`src/hdl/uart_rx_defines.vh`:
```
// Purpose: Constants for the receive buffer and status block.
// Assumes: APB byte addresses, 32-bit data words.
// Notes: Definitions only.
`ifndef UART_RX_DEFINES_VH
`define UART_RX_DEFINES_VH
`define OFS_STATUS_A 12'h000
`define OFS_CTRL_B 12'h004
`define OFS_CTRL_C 12'h008
`define OFS_DATA 12'h00C
`define OFS_RXSHIFT 12'h010
`define BIT_RXC 7
`define BIT_FE 4
`define BIT_DOR 3
`define BIT_UPE 2
`define BIT_RX_COMPLETE_IRQ_EN 7
`define BIT_RECEIVER_ENABLE 4
`define BIT_RECEIVED_NINTH_BIT 1
`define BIT_TRANSMIT_NINTH_BIT 0
`define BIT_UPM1 5
`define BIT_UPM0 4
`define BIT_STOP_BIT_SELECT 3
`define FLD_UCSZ_HI 2
`define FLD_UCSZ_LO 1
`define BIT_SZ2 2
`define SZ_NINE 3'h7
`define RST_CTRL_B 8'h00
`define RST_CTRL_C 8'h06
`define FIFO_DEPTH 2
`endif

```
`src/hdl/uart_receive_buffer_flags.v`:
```
// Purpose: Receive FIFO, status flags, parity check and APB register file.
// Assumes: Bit recovery supplies decided bits and a start strobe synchronous to mclk.
// Notes: Registers answer with pready high in the access cycle, no wait states.
`timescale 1ns/1ps
`default_nettype none
`include "uart_rx_defines.vh"
module uart_receive_buffer_flags #(
  parameter DEPTH = `FIFO_DEPTH
) (
  input wire mclk,
  input wire sys_rst,
  input wire clkEn,
  input wire psel,
  input wire penable,
  input wire pwrite,
  input wire [11:0] paddr,
  input wire [31:0] pwdata,
  output reg [31:0] prdata,
  output reg pready,
  output reg pslverr,
  input wire globalIrqEn,
  input wire startDetect,
  input wire bitValid,
  input wire bitValue,
  output reg rxCompleteIrq,
  output reg receiverOwnsPin,
  output reg receiverActive,
  output reg [4:0] charSizeOut,
  output reg stopBitSelectOut
);
  localparam ST_IDLE = 3'h1;
  localparam ST_SHIFT = 3'h2;
  localparam ST_HELD = 3'h4;

  reg [2:0] state;
  reg [3:0] bitCount;
  reg [3:0] frameLen;
  reg [9:0] shiftData;
  reg [8:0] heldData;
  reg heldFrameErr;
  reg heldParErr;
  reg [8:0] fifoData [0:DEPTH-1];
  reg fifoFe [0:DEPTH-1];
  reg fifoPe [0:DEPTH-1];
  reg fifoDor [0:DEPTH-1];
  reg [1:0] count;
  reg rdPtr;
  reg wrPtr;
  reg overrunPending;
  reg rxCompleteIrqEn;
  reg receiverEnable;
  reg transmitNinthBit;
  reg [1:0] parityModeBits;
  reg stopBitSelect;
  reg [2:0] charSizeSetting;
  reg [31:0] next_prdata;
  integer k;

  wire wrAcc = psel & penable & pwrite & clkEn;
  wire rdAcc = psel & penable & ~pwrite & clkEn;
  wire dataRead = rdAcc & (paddr == `OFS_DATA) & (count != 2'h0);
  wire fifoFull = (count == DEPTH);
  wire pushHeld = (state == ST_HELD) & (~fifoFull | dataRead);

  // Data bits per character from the size setting; the ninth bit case covers 4 to 7.
  function [3:0] dataBits;
    input [2:0] sz;
    begin
      dataBits = sz[`BIT_SZ2] ? 4'h9 : {2'h0, sz[1:0]} + 4'h5;
    end
  endfunction

  // Bits shifted before the stop bit: the data bits plus the parity bit when checked.
  // Both the idle state and the back-to-back start in the holding state need this count.
  function [3:0] frameBits;
    input [2:0] sz;
    input parityOn;
    begin
      frameBits = dataBits(sz) + {3'h0, parityOn};
    end
  endfunction

  // Parity over the data bits only; bits above the character size are left out.
  function parityOf;
    input [8:0] d;
    input [3:0] n;
    integer i;
    begin
      parityOf = 1'b0;
      for (i = 0; i < 9; i = i + 1) begin
        if (i < n) begin
          parityOf = parityOf ^ d[i];
        end
      end
    end
  endfunction

  // Shift register: data, optional parity, then the first stop bit only.
  always @(posedge mclk) begin
    if (sys_rst) begin
      state <= ST_IDLE;
      bitCount <= 4'h0;
      frameLen <= 4'h0;
      shiftData <= 10'h000;
      heldData <= 9'h000;
      heldFrameErr <= 1'b0;
      heldParErr <= 1'b0;
      overrunPending <= 1'b0;
    end else if (clkEn) begin
      if (!receiverEnable) begin
        state <= ST_IDLE;
        overrunPending <= 1'b0;
      end else begin
        case (state)
          ST_IDLE: begin
            if (startDetect) begin
              state <= ST_SHIFT;
              bitCount <= 4'h0;
              frameLen <= frameBits(charSizeSetting, parityModeBits[1]);
              shiftData <= 10'h000;
            end
          end
          ST_SHIFT: begin
            if (bitValid) begin
              if (bitCount == frameLen) begin
                heldData <= shiftData[8:0] & ~(9'h1FF << dataBits(charSizeSetting));
                heldFrameErr <= ~bitValue;
                heldParErr <= parityModeBits[1] &
                  (parityOf(shiftData[8:0], dataBits(charSizeSetting)) ^ parityModeBits[0] ^
                  shiftData[dataBits(charSizeSetting)]);
                state <= ST_HELD;
              end else begin
                shiftData[bitCount] <= bitValue;
                bitCount <= bitCount + 4'h1;
              end
            end
          end
          // A start bit may follow the stop bit at once, so the held frame
          // leaves for the buffer in the same cycle as the next frame begins.
          // Ignoring that start bit would lose a frame while space was free.
          ST_HELD: begin
            if (pushHeld) begin
              overrunPending <= 1'b0;
              if (startDetect) begin
                state <= ST_SHIFT;
                bitCount <= 4'h0;
                frameLen <= frameBits(charSizeSetting, parityModeBits[1]);
                shiftData <= 10'h000;
              end else begin
                state <= ST_IDLE;
              end
            end else if (startDetect) begin
              // Buffer and holding stage are both full: the newest frame is
              // dropped and the held one carries the overrun mark into the buffer.
              overrunPending <= 1'b1;
            end
          end
          default: state <= ST_IDLE;
        endcase
      end
    end
  end

  // Two-entry FIFO; flags are stored per entry so a data read advances them together.
  always @(posedge mclk) begin
    if (sys_rst) begin
      count <= 2'h0;
      rdPtr <= 1'b0;
      wrPtr <= 1'b0;
      // Entries start defined so that no unknown can reach a status read.
      for (k = 0; k < DEPTH; k = k + 1) begin
        fifoData[k] <= 9'h000;
        fifoFe[k] <= 1'b0;
        fifoPe[k] <= 1'b0;
        fifoDor[k] <= 1'b0;
      end
    end else if (clkEn) begin
      if (!receiverEnable) begin
        count <= 2'h0;
        rdPtr <= 1'b0;
        wrPtr <= 1'b0;
      end else begin
        if (pushHeld) begin
          fifoData[wrPtr] <= heldData;
          fifoFe[wrPtr] <= heldFrameErr;
          fifoPe[wrPtr] <= heldParErr;
          fifoDor[wrPtr] <= overrunPending;
          wrPtr <= ~wrPtr;
        end
        if (dataRead) begin
          rdPtr <= ~rdPtr;
        end
        // A push and a pop in one cycle leave the fill level as it was.
        case ({pushHeld, dataRead})
          2'b10: count <= count + 2'h1;
          2'b01: count <= count - 2'h1;
          default: count <= count;
        endcase
      end
    end
  end

  // Writes to status A touch no error flag.
  always @(posedge mclk) begin
    if (sys_rst) begin
      rxCompleteIrqEn <= 1'b0;
      receiverEnable <= 1'b0;
      transmitNinthBit <= 1'b0;
      parityModeBits <= 2'h0;
      stopBitSelect <= 1'b0;
      charSizeSetting <= 3'h3;
    end else if (wrAcc) begin
      if (paddr == `OFS_CTRL_B) begin
        rxCompleteIrqEn <= pwdata[`BIT_RX_COMPLETE_IRQ_EN];
        receiverEnable <= pwdata[`BIT_RECEIVER_ENABLE];
        transmitNinthBit <= pwdata[`BIT_TRANSMIT_NINTH_BIT];
        charSizeSetting[2] <= pwdata[`BIT_SZ2];
      end
      if (paddr == `OFS_CTRL_C) begin
        parityModeBits <= {pwdata[`BIT_UPM1], pwdata[`BIT_UPM0]};
        stopBitSelect <= pwdata[`BIT_STOP_BIT_SELECT];
        charSizeSetting[1:0] <= pwdata[`FLD_UCSZ_HI:`FLD_UCSZ_LO];
      end
    end
  end

  // Error flags and the ninth bit come from the entry at the read position, so
  // software must read status and control before the data word moves it on.
  // An empty buffer reads all flags as zero rather than stale entry contents.
  always @* begin
    next_prdata = 32'h00000000;
    case (paddr)
      `OFS_STATUS_A: begin
        next_prdata[`BIT_RXC] = (count != 2'h0);
        if (count != 2'h0) begin
          next_prdata[`BIT_FE] = fifoFe[rdPtr];
          next_prdata[`BIT_DOR] = fifoDor[rdPtr];
          next_prdata[`BIT_UPE] = fifoPe[rdPtr];
        end
      end
      `OFS_CTRL_B: begin
        next_prdata[`BIT_RX_COMPLETE_IRQ_EN] = rxCompleteIrqEn;
        next_prdata[`BIT_RECEIVER_ENABLE] = receiverEnable;
        next_prdata[`BIT_SZ2] = charSizeSetting[2];
        next_prdata[`BIT_RECEIVED_NINTH_BIT] = (count != 2'h0) & fifoData[rdPtr][8];
        next_prdata[`BIT_TRANSMIT_NINTH_BIT] = transmitNinthBit;
      end
      `OFS_CTRL_C: begin
        next_prdata[`BIT_UPM1] = parityModeBits[1];
        next_prdata[`BIT_UPM0] = parityModeBits[0];
        next_prdata[`BIT_STOP_BIT_SELECT] = stopBitSelect;
        next_prdata[`FLD_UCSZ_HI:`FLD_UCSZ_LO] = charSizeSetting[1:0];
      end
      `OFS_DATA: begin
        if (count != 2'h0) begin
          next_prdata[7:0] = fifoData[rdPtr][7:0];
        end
      end
      `OFS_RXSHIFT: begin
        next_prdata[2:0] = state;
      end
      default: next_prdata = 32'h00000000;
    endcase
  end

  // Read data is registered in the setup cycle so it stands during the access cycle.
  always @(posedge mclk) begin
    if (sys_rst) begin
      prdata <= 32'h00000000;
      pready <= 1'b0;
      pslverr <= 1'b0;
      rxCompleteIrq <= 1'b0;
      receiverOwnsPin <= 1'b0;
      receiverActive <= 1'b0;
      charSizeOut <= 5'h00;
      stopBitSelectOut <= 1'b0;
    end else if (clkEn) begin
      prdata <= next_prdata;
      pready <= psel & ~penable;
      pslverr <= psel & ~penable & (paddr > `OFS_RXSHIFT);
      rxCompleteIrq <= rxCompleteIrqEn & globalIrqEn & (count != 2'h0);
      receiverOwnsPin <= receiverEnable;
      receiverActive <= (state == ST_SHIFT);
      charSizeOut <= {1'b0, dataBits(charSizeSetting)};
      stopBitSelectOut <= stopBitSelect;
    end
  end
endmodule // uart_receive_buffer_flags
`default_nettype wire

```
`config.mk`:
```
export PLATFORM = sky130hd
export DESIGN_NAME = uart_receive_buffer_flags
export DESIGN_NICKNAME = d
export VERILOG_FILES = /design/src/hdl/uart_receive_buffer_flags.v
export VERILOG_INCLUDE_DIRS = /design/src /design/src/hdl
export SDC_FILE = /design/constraint.sdc
export NUM_CORES = 1
export LEC_CHECK = 0
export ABC_AREA = 0
export BUFFER_PORTS_ARGS = -buffer_cell sky130_fd_sc_hd__buf_4
export CORE_UTILIZATION = 52
export CTS_BUF_LIST = sky130_fd_sc_hd__clkbuf_4
export DETAILED_ROUTE_END_ITERATION = 16
export GPL_ROUTABILITY_DRIVEN = 0
export PLACE_DENSITY = 0.89
export SLEW_MARGIN = 30
export SYNTH_ARGS = -nofsm -noshare
export SYNTH_HDL_FRONTEND = slang
export SYNTH_SLANG_ARGS = --single-unit
export TNS_END_PERCENT = 1
```
`constraint.sdc`:
```
create_clock -name mclk -period 2.2 [get_ports mclk]
set_clock_uncertainty 0.2 [all_clocks]
set_input_delay 0.11 -clock mclk [delete_from_list [all_inputs] [get_ports mclk]]
set_output_delay 0.11 -clock mclk [all_outputs]
set_load 0.01 [all_outputs]
```
Word-level counts from Yosys, hierarchy flattened
Memory sizes are Yosys's and may differ from the RTL's. A register that Yosys moved wholly into a read port is not among the register bits.
Index checks and enable logic that the tools add are counted.
{"block": "word_totals", "ramBits": 24, "inputBits": 54, "n_memories": 4, "output_inout_bits": 43, "register_bits": 64}
{"block": "op_classes", "n_lt_le_gt_ge": 13, "reduce_logical": 19, "eq_ne": 23, "muxes": 136, "n_bitwise": 33, "n_shift": 1, "addsub": 5}
{"name": "fifoData", "words": 2, "width": 9, "read_ports": 1, "rd_ports_with_merged_regs": 1, "write_ports": 2, "line_no": "uart_receive_buffer_flags.v:42", "rtl": "reg [8:0] fifoData [0:DEPTH-1];"}
{"name": "fifoDor", "words": 2, "width": 1, "read_ports": 1, "rd_ports_with_merged_regs": 1, "write_ports": 2, "line_no": "uart_receive_buffer_flags.v:45", "rtl": "reg fifoDor [0:DEPTH-1];"}
{"name": "fifoFe", "words": 2, "width": 1, "read_ports": 1, "rd_ports_with_merged_regs": 1, "write_ports": 2, "line_no": "uart_receive_buffer_flags.v:43", "rtl": "reg fifoFe [0:DEPTH-1];"}
{"name": "fifoPe", "words": 2, "width": 1, "read_ports": 1, "rd_ports_with_merged_regs": 1, "write_ports": 2, "line_no": "uart_receive_buffer_flags.v:44", "rtl": "reg fifoPe [0:DEPTH-1];"}
{"operator": "$mux W1", "count": 100}
{"operator": "$mux W10", "count": 4}
{"operator": "$pmux W10 S3", "count": 1}
{"operator": "$mux W4", "count": 7}
{"operator": "$eq A12 B4 Y1 const B", "count": 2}
{"operator": "$mux W3", "count": 6}
{"operator": "$lt A3 B4 Y1 const A", "count": 4}
{"operator": "$and A1 B1 Y1", "count": 14}
{"operator": "$eq A12 B3 Y1 const B", "count": 1}
{"operator": "$eq A12 B5 Y1 const B", "count": 1}
{"operator": "$gt A12 B5 Y1 const B", "count": 1}
{"operator": "$logic_not A12 Y1", "count": 1}
{"operator": "$ne A3 B3 Y1 const B", "count": 4}
{"operator": "$pmux W4 S3", "count": 1}
{"operator": "$bwmux W10", "count": 1}
{"operator": "$lt A4 B5 Y1 const B", "count": 2}
{"operator": "$reduce_and A2 Y1", "count": 5}
{"operator": "$reduce_and A5 Y1", "count": 2}
{"operator": "$xor A1 B1 Y1", "count": 10}
{"operator": "$and A9 B9 Y9", "count": 1}
{"operator": "$mux W9", "count": 1}
{"operator": "$not A9 Y9", "count": 1}
{"operator": "$pmux W1 S3", "count": 3}
{"operator": "$pmux W3 S3", "count": 1}
{"operator": "other kinds (39)", "count": 56}

Logic depth before layout (Yosys ltp)
{"block": "logic_depth", "word_depth": 77, "ltp_mapped": 8}

Worst setup path after synthesis
No wires, ideal clock.
{"block": "synth_timing", "path_kind": "flip-flop to flip-flop", "start": "reg charSizeSetting[0]", "end": "reg heldParErr", "stages_incl_launch_ff": 9, "arrival_time_ps": 2158, "path_buffers": 1, "slack_ps": -253, "setup_ps": 96, "required_ps": 1904, "cell_sequence": "dfxtp_1 > ha_1 > buf_2 > nor4bb_1 > a211oi_1 > a21boi_1 > or3_1 > and3_1 > o41ai_2"}
{"block": "synth_between", "elab_chain_cells": 77, "elab_cells_between_ends": 87}
{"item": "start: declaration", "line_no": "uart_receive_buffer_flags.v:55", "rtl": "reg [2:0] charSizeSetting;"}
{"item": "start signal: assignment", "line_no": "uart_receive_buffer_flags.v:222", "rtl": "charSizeSetting[1:0] <= pwdata[`FLD_UCSZ_HI:`FLD_UCSZ_LO];"}
{"item": "$add A2 B3 Y4 *", "line_no": "uart_receive_buffer_flags.v:69", "rtl": "dataBits = sz[`BIT_SZ2] ? 4'h9 : {2'h0, sz[1:0]} + 4'h5;"}
{"item": "$mux W4 *", "line_no": "uart_receive_buffer_flags.v:69"}
{"item": "$lt A1 B4 Y1", "line_no": "uart_receive_buffer_flags.v:91", "rtl": "if (i < n) begin"}
{"item": "$mux W1", "line_no": "uart_receive_buffer_flags.v:91"}
{"item": "$mux W1", "line_no": "uart_receive_buffer_flags.v:125", "rtl": "if (bitCount == frameLen) begin"}
{"item": "$mux W1", "line_no": "uart_receive_buffer_flags.v:124", "rtl": "if (bitValid) begin"}
{"item": "$mux W1", "line_no": "uart_receive_buffer_flags.v:114", "rtl": "case (state)"}
{"item": "$mux W1", "line_no": "uart_receive_buffer_flags.v:110", "rtl": "if (!receiverEnable) begin"}
{"item": "(+61 left out)"}
{"item": "$mux W1", "line_no": "uart_receive_buffer_flags.v:124"}
{"item": "$mux W1", "line_no": "uart_receive_buffer_flags.v:114"}
{"item": "$mux W1", "line_no": "uart_receive_buffer_flags.v:110"}
{"item": "$mux W1", "line_no": "uart_receive_buffer_flags.v:109", "rtl": "end else if (clkEn) begin"}
{"item": "$mux W1", "line_no": "uart_receive_buffer_flags.v:100", "rtl": "if (sys_rst) begin"}
{"item": "$xor A1 B1 Y1", "line_no": "uart_receive_buffer_flags.v:129", "rtl": "(parityOf(shiftData[8:0], dataBits(charSizeSetting)) ^ parityModeBits[0] ^"}
{"item": "$xor A1 B1 Y1 *", "line_no": "uart_receive_buffer_flags.v:129"}
{"item": "$and A1 B1 Y1 *", "line_no": "uart_receive_buffer_flags.v:128", "rtl": "heldParErr <= parityModeBits[1] &"}
{"item": "end signal: assignment", "line_no": "uart_receive_buffer_flags.v:128"}
{"item": "end: declaration", "line_no": "uart_receive_buffer_flags.v:41", "rtl": "reg heldParErr;"}
Every way passes the cells marked *; elsewhere a longest branch is shown, timed or not. The select of a mux whose other input is x is not followed.
A chain may end at the register's enable or synchronous reset.

Worst setup path in the final report
{"block": "layout_timing", "start": "reg receiverEnable", "end": "reg shiftData[8]"}
{"block": "layout_between", "elab_chain_cells": 1}
{"item": "start: declaration", "line_no": "uart_receive_buffer_flags.v:51", "rtl": "reg receiverEnable;"}
{"item": "start signal: assignment", "line_no": "uart_receive_buffer_flags.v:215", "rtl": "receiverEnable <= pwdata[`BIT_RECEIVER_ENABLE];"}
{"item": "$reduce_and A6 Y1 (no source line)"}
{"item": "end signal: indexed assignment", "line_no": "uart_receive_buffer_flags.v:133", "rtl": "shiftData[bitCount] <= bitValue;"}
{"item": "end: declaration", "line_no": "uart_receive_buffer_flags.v:38", "rtl": "reg [9:0] shiftData;"}
No other way between the ends.

==> summary.md <==
| Metric | Value |
|---|---|
| Synth warn | `0` |
| Violated checks | `DRC, setup timing` |
| CP Data Required Time | `2.37 ns` |
| Largest net degree at the start of global routing | `42` |
| Port buffer count | `46` |
| Max FO, Critical Path | `12` |
| Post-synthesis sequential area ratio | `42.3%` |
| RSZ-0062 raised after global routing | `yes` |
| Worst slew margin | `63.4%` |
| Setup TNS | `-0.0712 ns` |
| Slowest cell delay on critical path | `0.60 ns` |
| Gr ovfl total | `0` |
| Detailed Route WL | `12,200 µm` |
| Skew-Pair Late Insertion Delay | `0.44 ns` |
| Num CTS Buffers | `9` |
| Simple-Gate Fraction of Synth Area | `24.3%` |
| Leakage | `2.33 nW` |
| Synth cell types | `69` |
| Via count | `4,214` |
| Min Tclk post-route | `2.23 ns` |
| Number of synthesized flops with an enable pin | `24` |
| Final Slew Violations | `0` |
| Crit-path slowest cell | `dfxtp_1` |
| Detailed router's first-iteration violation count | `327` |
| Post-route DRC | `6` |
| CP Launch Type | `register` |
| Post-synthesis adder-cell area fraction | `1.83%` |
| Actual slew at the worst max-slew pin | `0.542 ns` |
| DP Wirelength | `8020 µm` |
| M2 GR Usage | `44.9%` |
| Clk sinks | `89` |
| Syn_area_per_cell | `9.45 µm²` |
| Die area | `9580 µm²` |
| Final cell count without fillers | `717` |
| P&R area growth vs syn | `22.0%` |
| Critical-path cell list | `and2_1 > nand3_1 > o21ai_1 > and2b_4 > nand4_1 > a21oi_1` |
| Met1 usage | `29.1%` |
| Main flop type after synthesis | `dfxtp_1` |
| Mapped cell area | `4780 µm²` |
| VDD IR max | `0.000334 V` |
| Clk root buf | `clkbuf_4` |
| Worst-path clk slew | `0.14 ns` |
| GRT Overall Usage | `25.1%` |
| Detail Route Antenna Nets | `0` |
| # rows | `34` |
| Top cell type's share of synthesized area | `27.2%` |
| Diode count | `0` |
| Fin nets | `665` |
| Placed instance area | `5380 µm²` |
| WP data arrival | `2.40 ns` |
| GRT met3 Usage | `5.23%` |
| CTS tree | `done` |
| Vias per cell | `5.88` |
| Placed Instances | `677` |
| First-pass GRT wire length | `19,200 µm` |
| WL/cell | `17.0 µm` |
| Die Wd | `97.9 µm` |
| CP Capture Type | `register` |
| #FFs+latches synth | `89` |
| Flop2flop setup slack | `-0.03 ns` |
| Busiest grt layer | `met2` |
| Placeable Area | `8810 µm²` |
| CP Class | `register to register` |
| Compound-cell area share of the yosys netlist | `14.0%` |
| Top post-synthesis cells by area | `dfxtp_1 27%, edfxtp_1 15%, mux2i_1 6.1%, nor2_1 5.2%, buf_4 4.4%` |
| Filler cells | `614` |
| Tcrit/Tclk final | `101%` |
| Fraction of registers with async set or reset after synthesis | `0%` |
| Max Fclk | `449 MHz` |
| Largest family of logic cells by synthesized area | `simple AND/OR/NAND/NOR gates` |
| TritonRoute pass-1 iters | `13` |
| Clk buf depth | `2` |
| Final hold viol count | `0` |
| Share of post-route cells with drive strength above 1 | `25.5%` |
| Setup violators final | `10` |
| Setup WS post-layout | `-0.0283 ns` |
| Die H | `97.9 µm` |
| Synth Area in XOR/XNOR | `2.49%` |
| Status | `finished, violations left` |
| Final instance area | `5830 µm²` |
| Mux contribution to synthesized area | `7.25%` |
| Initial core utilization | `54.3%` |
| Hold/Removal Path Class | `input pin to register` |
| Vias in the first global route | `4,077` |
| Max cap viols | `0` |
| Syn Inst Count | `506` |
| Pwr per Cell Area | `471 nW/µm²` |
| Htree depth | `3` |
| IO Pins | `97` |
| Cell taking the most area after synthesis | `dfxtp_1` |
| Util after Layout | `66.2%` |
| Initial antenna violation count | `0` |
| Total power | `0.00274 W` |
==> cells in the final DEF, fill, tap and decap left out, types with 3 or more instances in the layout <==
cell,n
nand2b_1,13
nor2b_1,3
mux2i_1,29
a21oi_1,34
a311oi_1,3
xnor2_1,3
or2_2,4
o21ai_1,5
buf_4,93
xor2_1,8
nor3_1,3
and2_1,28
a211oi_1,9
nand3_1,7
o211ai_1,8
ha_1,6
mux2_2,3
nand2_1,29
nand3b_1,5
nor2_1,64
a31oi_1,7
conb_1,25
dlygate4sd3_1,23
nand4_1,15
o21ai_0,10
edfxtp_1,24
dfxtp_1,62
clkbuf_4,11
a22oi_1,5
nor4_4,3
inv_1,7
==> logic make-up (layout without fill, tap and decap cells) <==
kind of cell	count (synthesis)	after routing
other	1	25
buffers and inverters	61	140
multiplexers	33	33
XOR/XNOR	12	12
adder cells (fa/ha/maj)	7	7
flip-flops	89	89
AO/OA/AOI/OAI	98	98
AND/OR/NAND/NOR	205	205
==> worst max-delay path: cells and delay by family (launching register included) <==
kind	cells	cell delay (ns)
DFF	1	0.60
and+or+nand+nor	4	0.89
AOI/OAI and AO/OA	2	0.50
==> timing repair <==
action,in CTS,in global routing
endpoints found under the hold margin,34,0
hold buffers,23,0
endpoints found under the setup margin,24,54
buffers inserted,0,1
pin swaps,1,4
resized for setup,4,20
==> power by group <==
part           switching, W  internal [W]  total, W
Clock              0.000543      0.000256  0.000799
Sequential        0.0000113       0.00171   0.00172
Combinational      0.000124      0.000103  0.000226
Total              0.000678       0.00207   0.00274
==> metal layers <==
layer	share of wire, %	vias to the layer above	routed length [µm]
li1	-	1940	-
met1	39	2018	4740
met2	51	218	6200
met3	7.4	38	902
met4	2.8	0	340
met5	0	-	0
==> through the flow <==
stage                     setup WS, ns  hold slack, ns
final                          -0.0283          0.0559
after global routing            -0.140          0.0821
after CTS                      -0.0433          0.0175
after detailed placement        -0.130           0.153
after global placement         -0.0662           0.146
after floorplan               -0.00516          0.0539
==> cell type report <==
| class | count | area, µm² | share of cell area [%] |
|---|---|---|---|
| inverters | 7 | 26.3 | 0.451 |
| clock inverters | 5 | 30.0 | 0.515 |
| flip-flops and latches | 89 | 2030 | 34.8 |
| clock buffers | 11 | 82.6 | 1.42 |
| well taps | 108 | 135 | 2.32 |
| multi-input cells | 380 | 2590 | 44.4 |
| repair buffers | 117 | 940 | 16.1 |
==> Yosys cell counts (2+ instances only) <==
cell type	count
a22oi_1	5
or2_2	5
nor3b_1	2
a31oi_1	7
nand3_1	7
mux2_2	3
a211oi_1	9
a311oi_2	2
or3_1	2
buf_6	4
nor4_1	2
buf_4	28
a211o_1	2
nor4b_1	2
xor2_1	8
ha_1	7
nor4bb_1	2
nor3_1	4
mux2i_1	29
and3_1	2
nand2_1	29
nor3b_2	2
buf_2	5
clkbuf_1	13
o21ai_0	13
inv_1	7
nor2_1	66
and2_1	28
edfxtp_1	24
a21oi_1	34
nor2b_1	3
buf_1	4
o21ai_1	2
xnor2_1	3
nand4_1	15
o211ai_1	8
nand2b_1	15
a311oi_1	3
nand3b_1	5
dfxtp_1	65
nor4_4	2
==> path summary, 6_finish.rpt <==
check	start	to	depth (start not counted)
setup / recovery	receiverEnable	shiftData[8]	6
hold / removal	clkEn	prdata[4]	4
setup reg to reg	receiverEnable	shiftData[8]	6
hold reg to reg	frameLen[1]	frameLen[1]	2
==> state kept, by name, indices dropped and copies added, names as in the netlist, 3 cells and up, named ones only <==
name,cells
frameLen,4
prdata,8
heldData,9
bitCount,4
charSizeSetting,3
state,3
fifoData,18
charSizeOut,4
shiftData,10
Power figures use the tool's default switching activity.
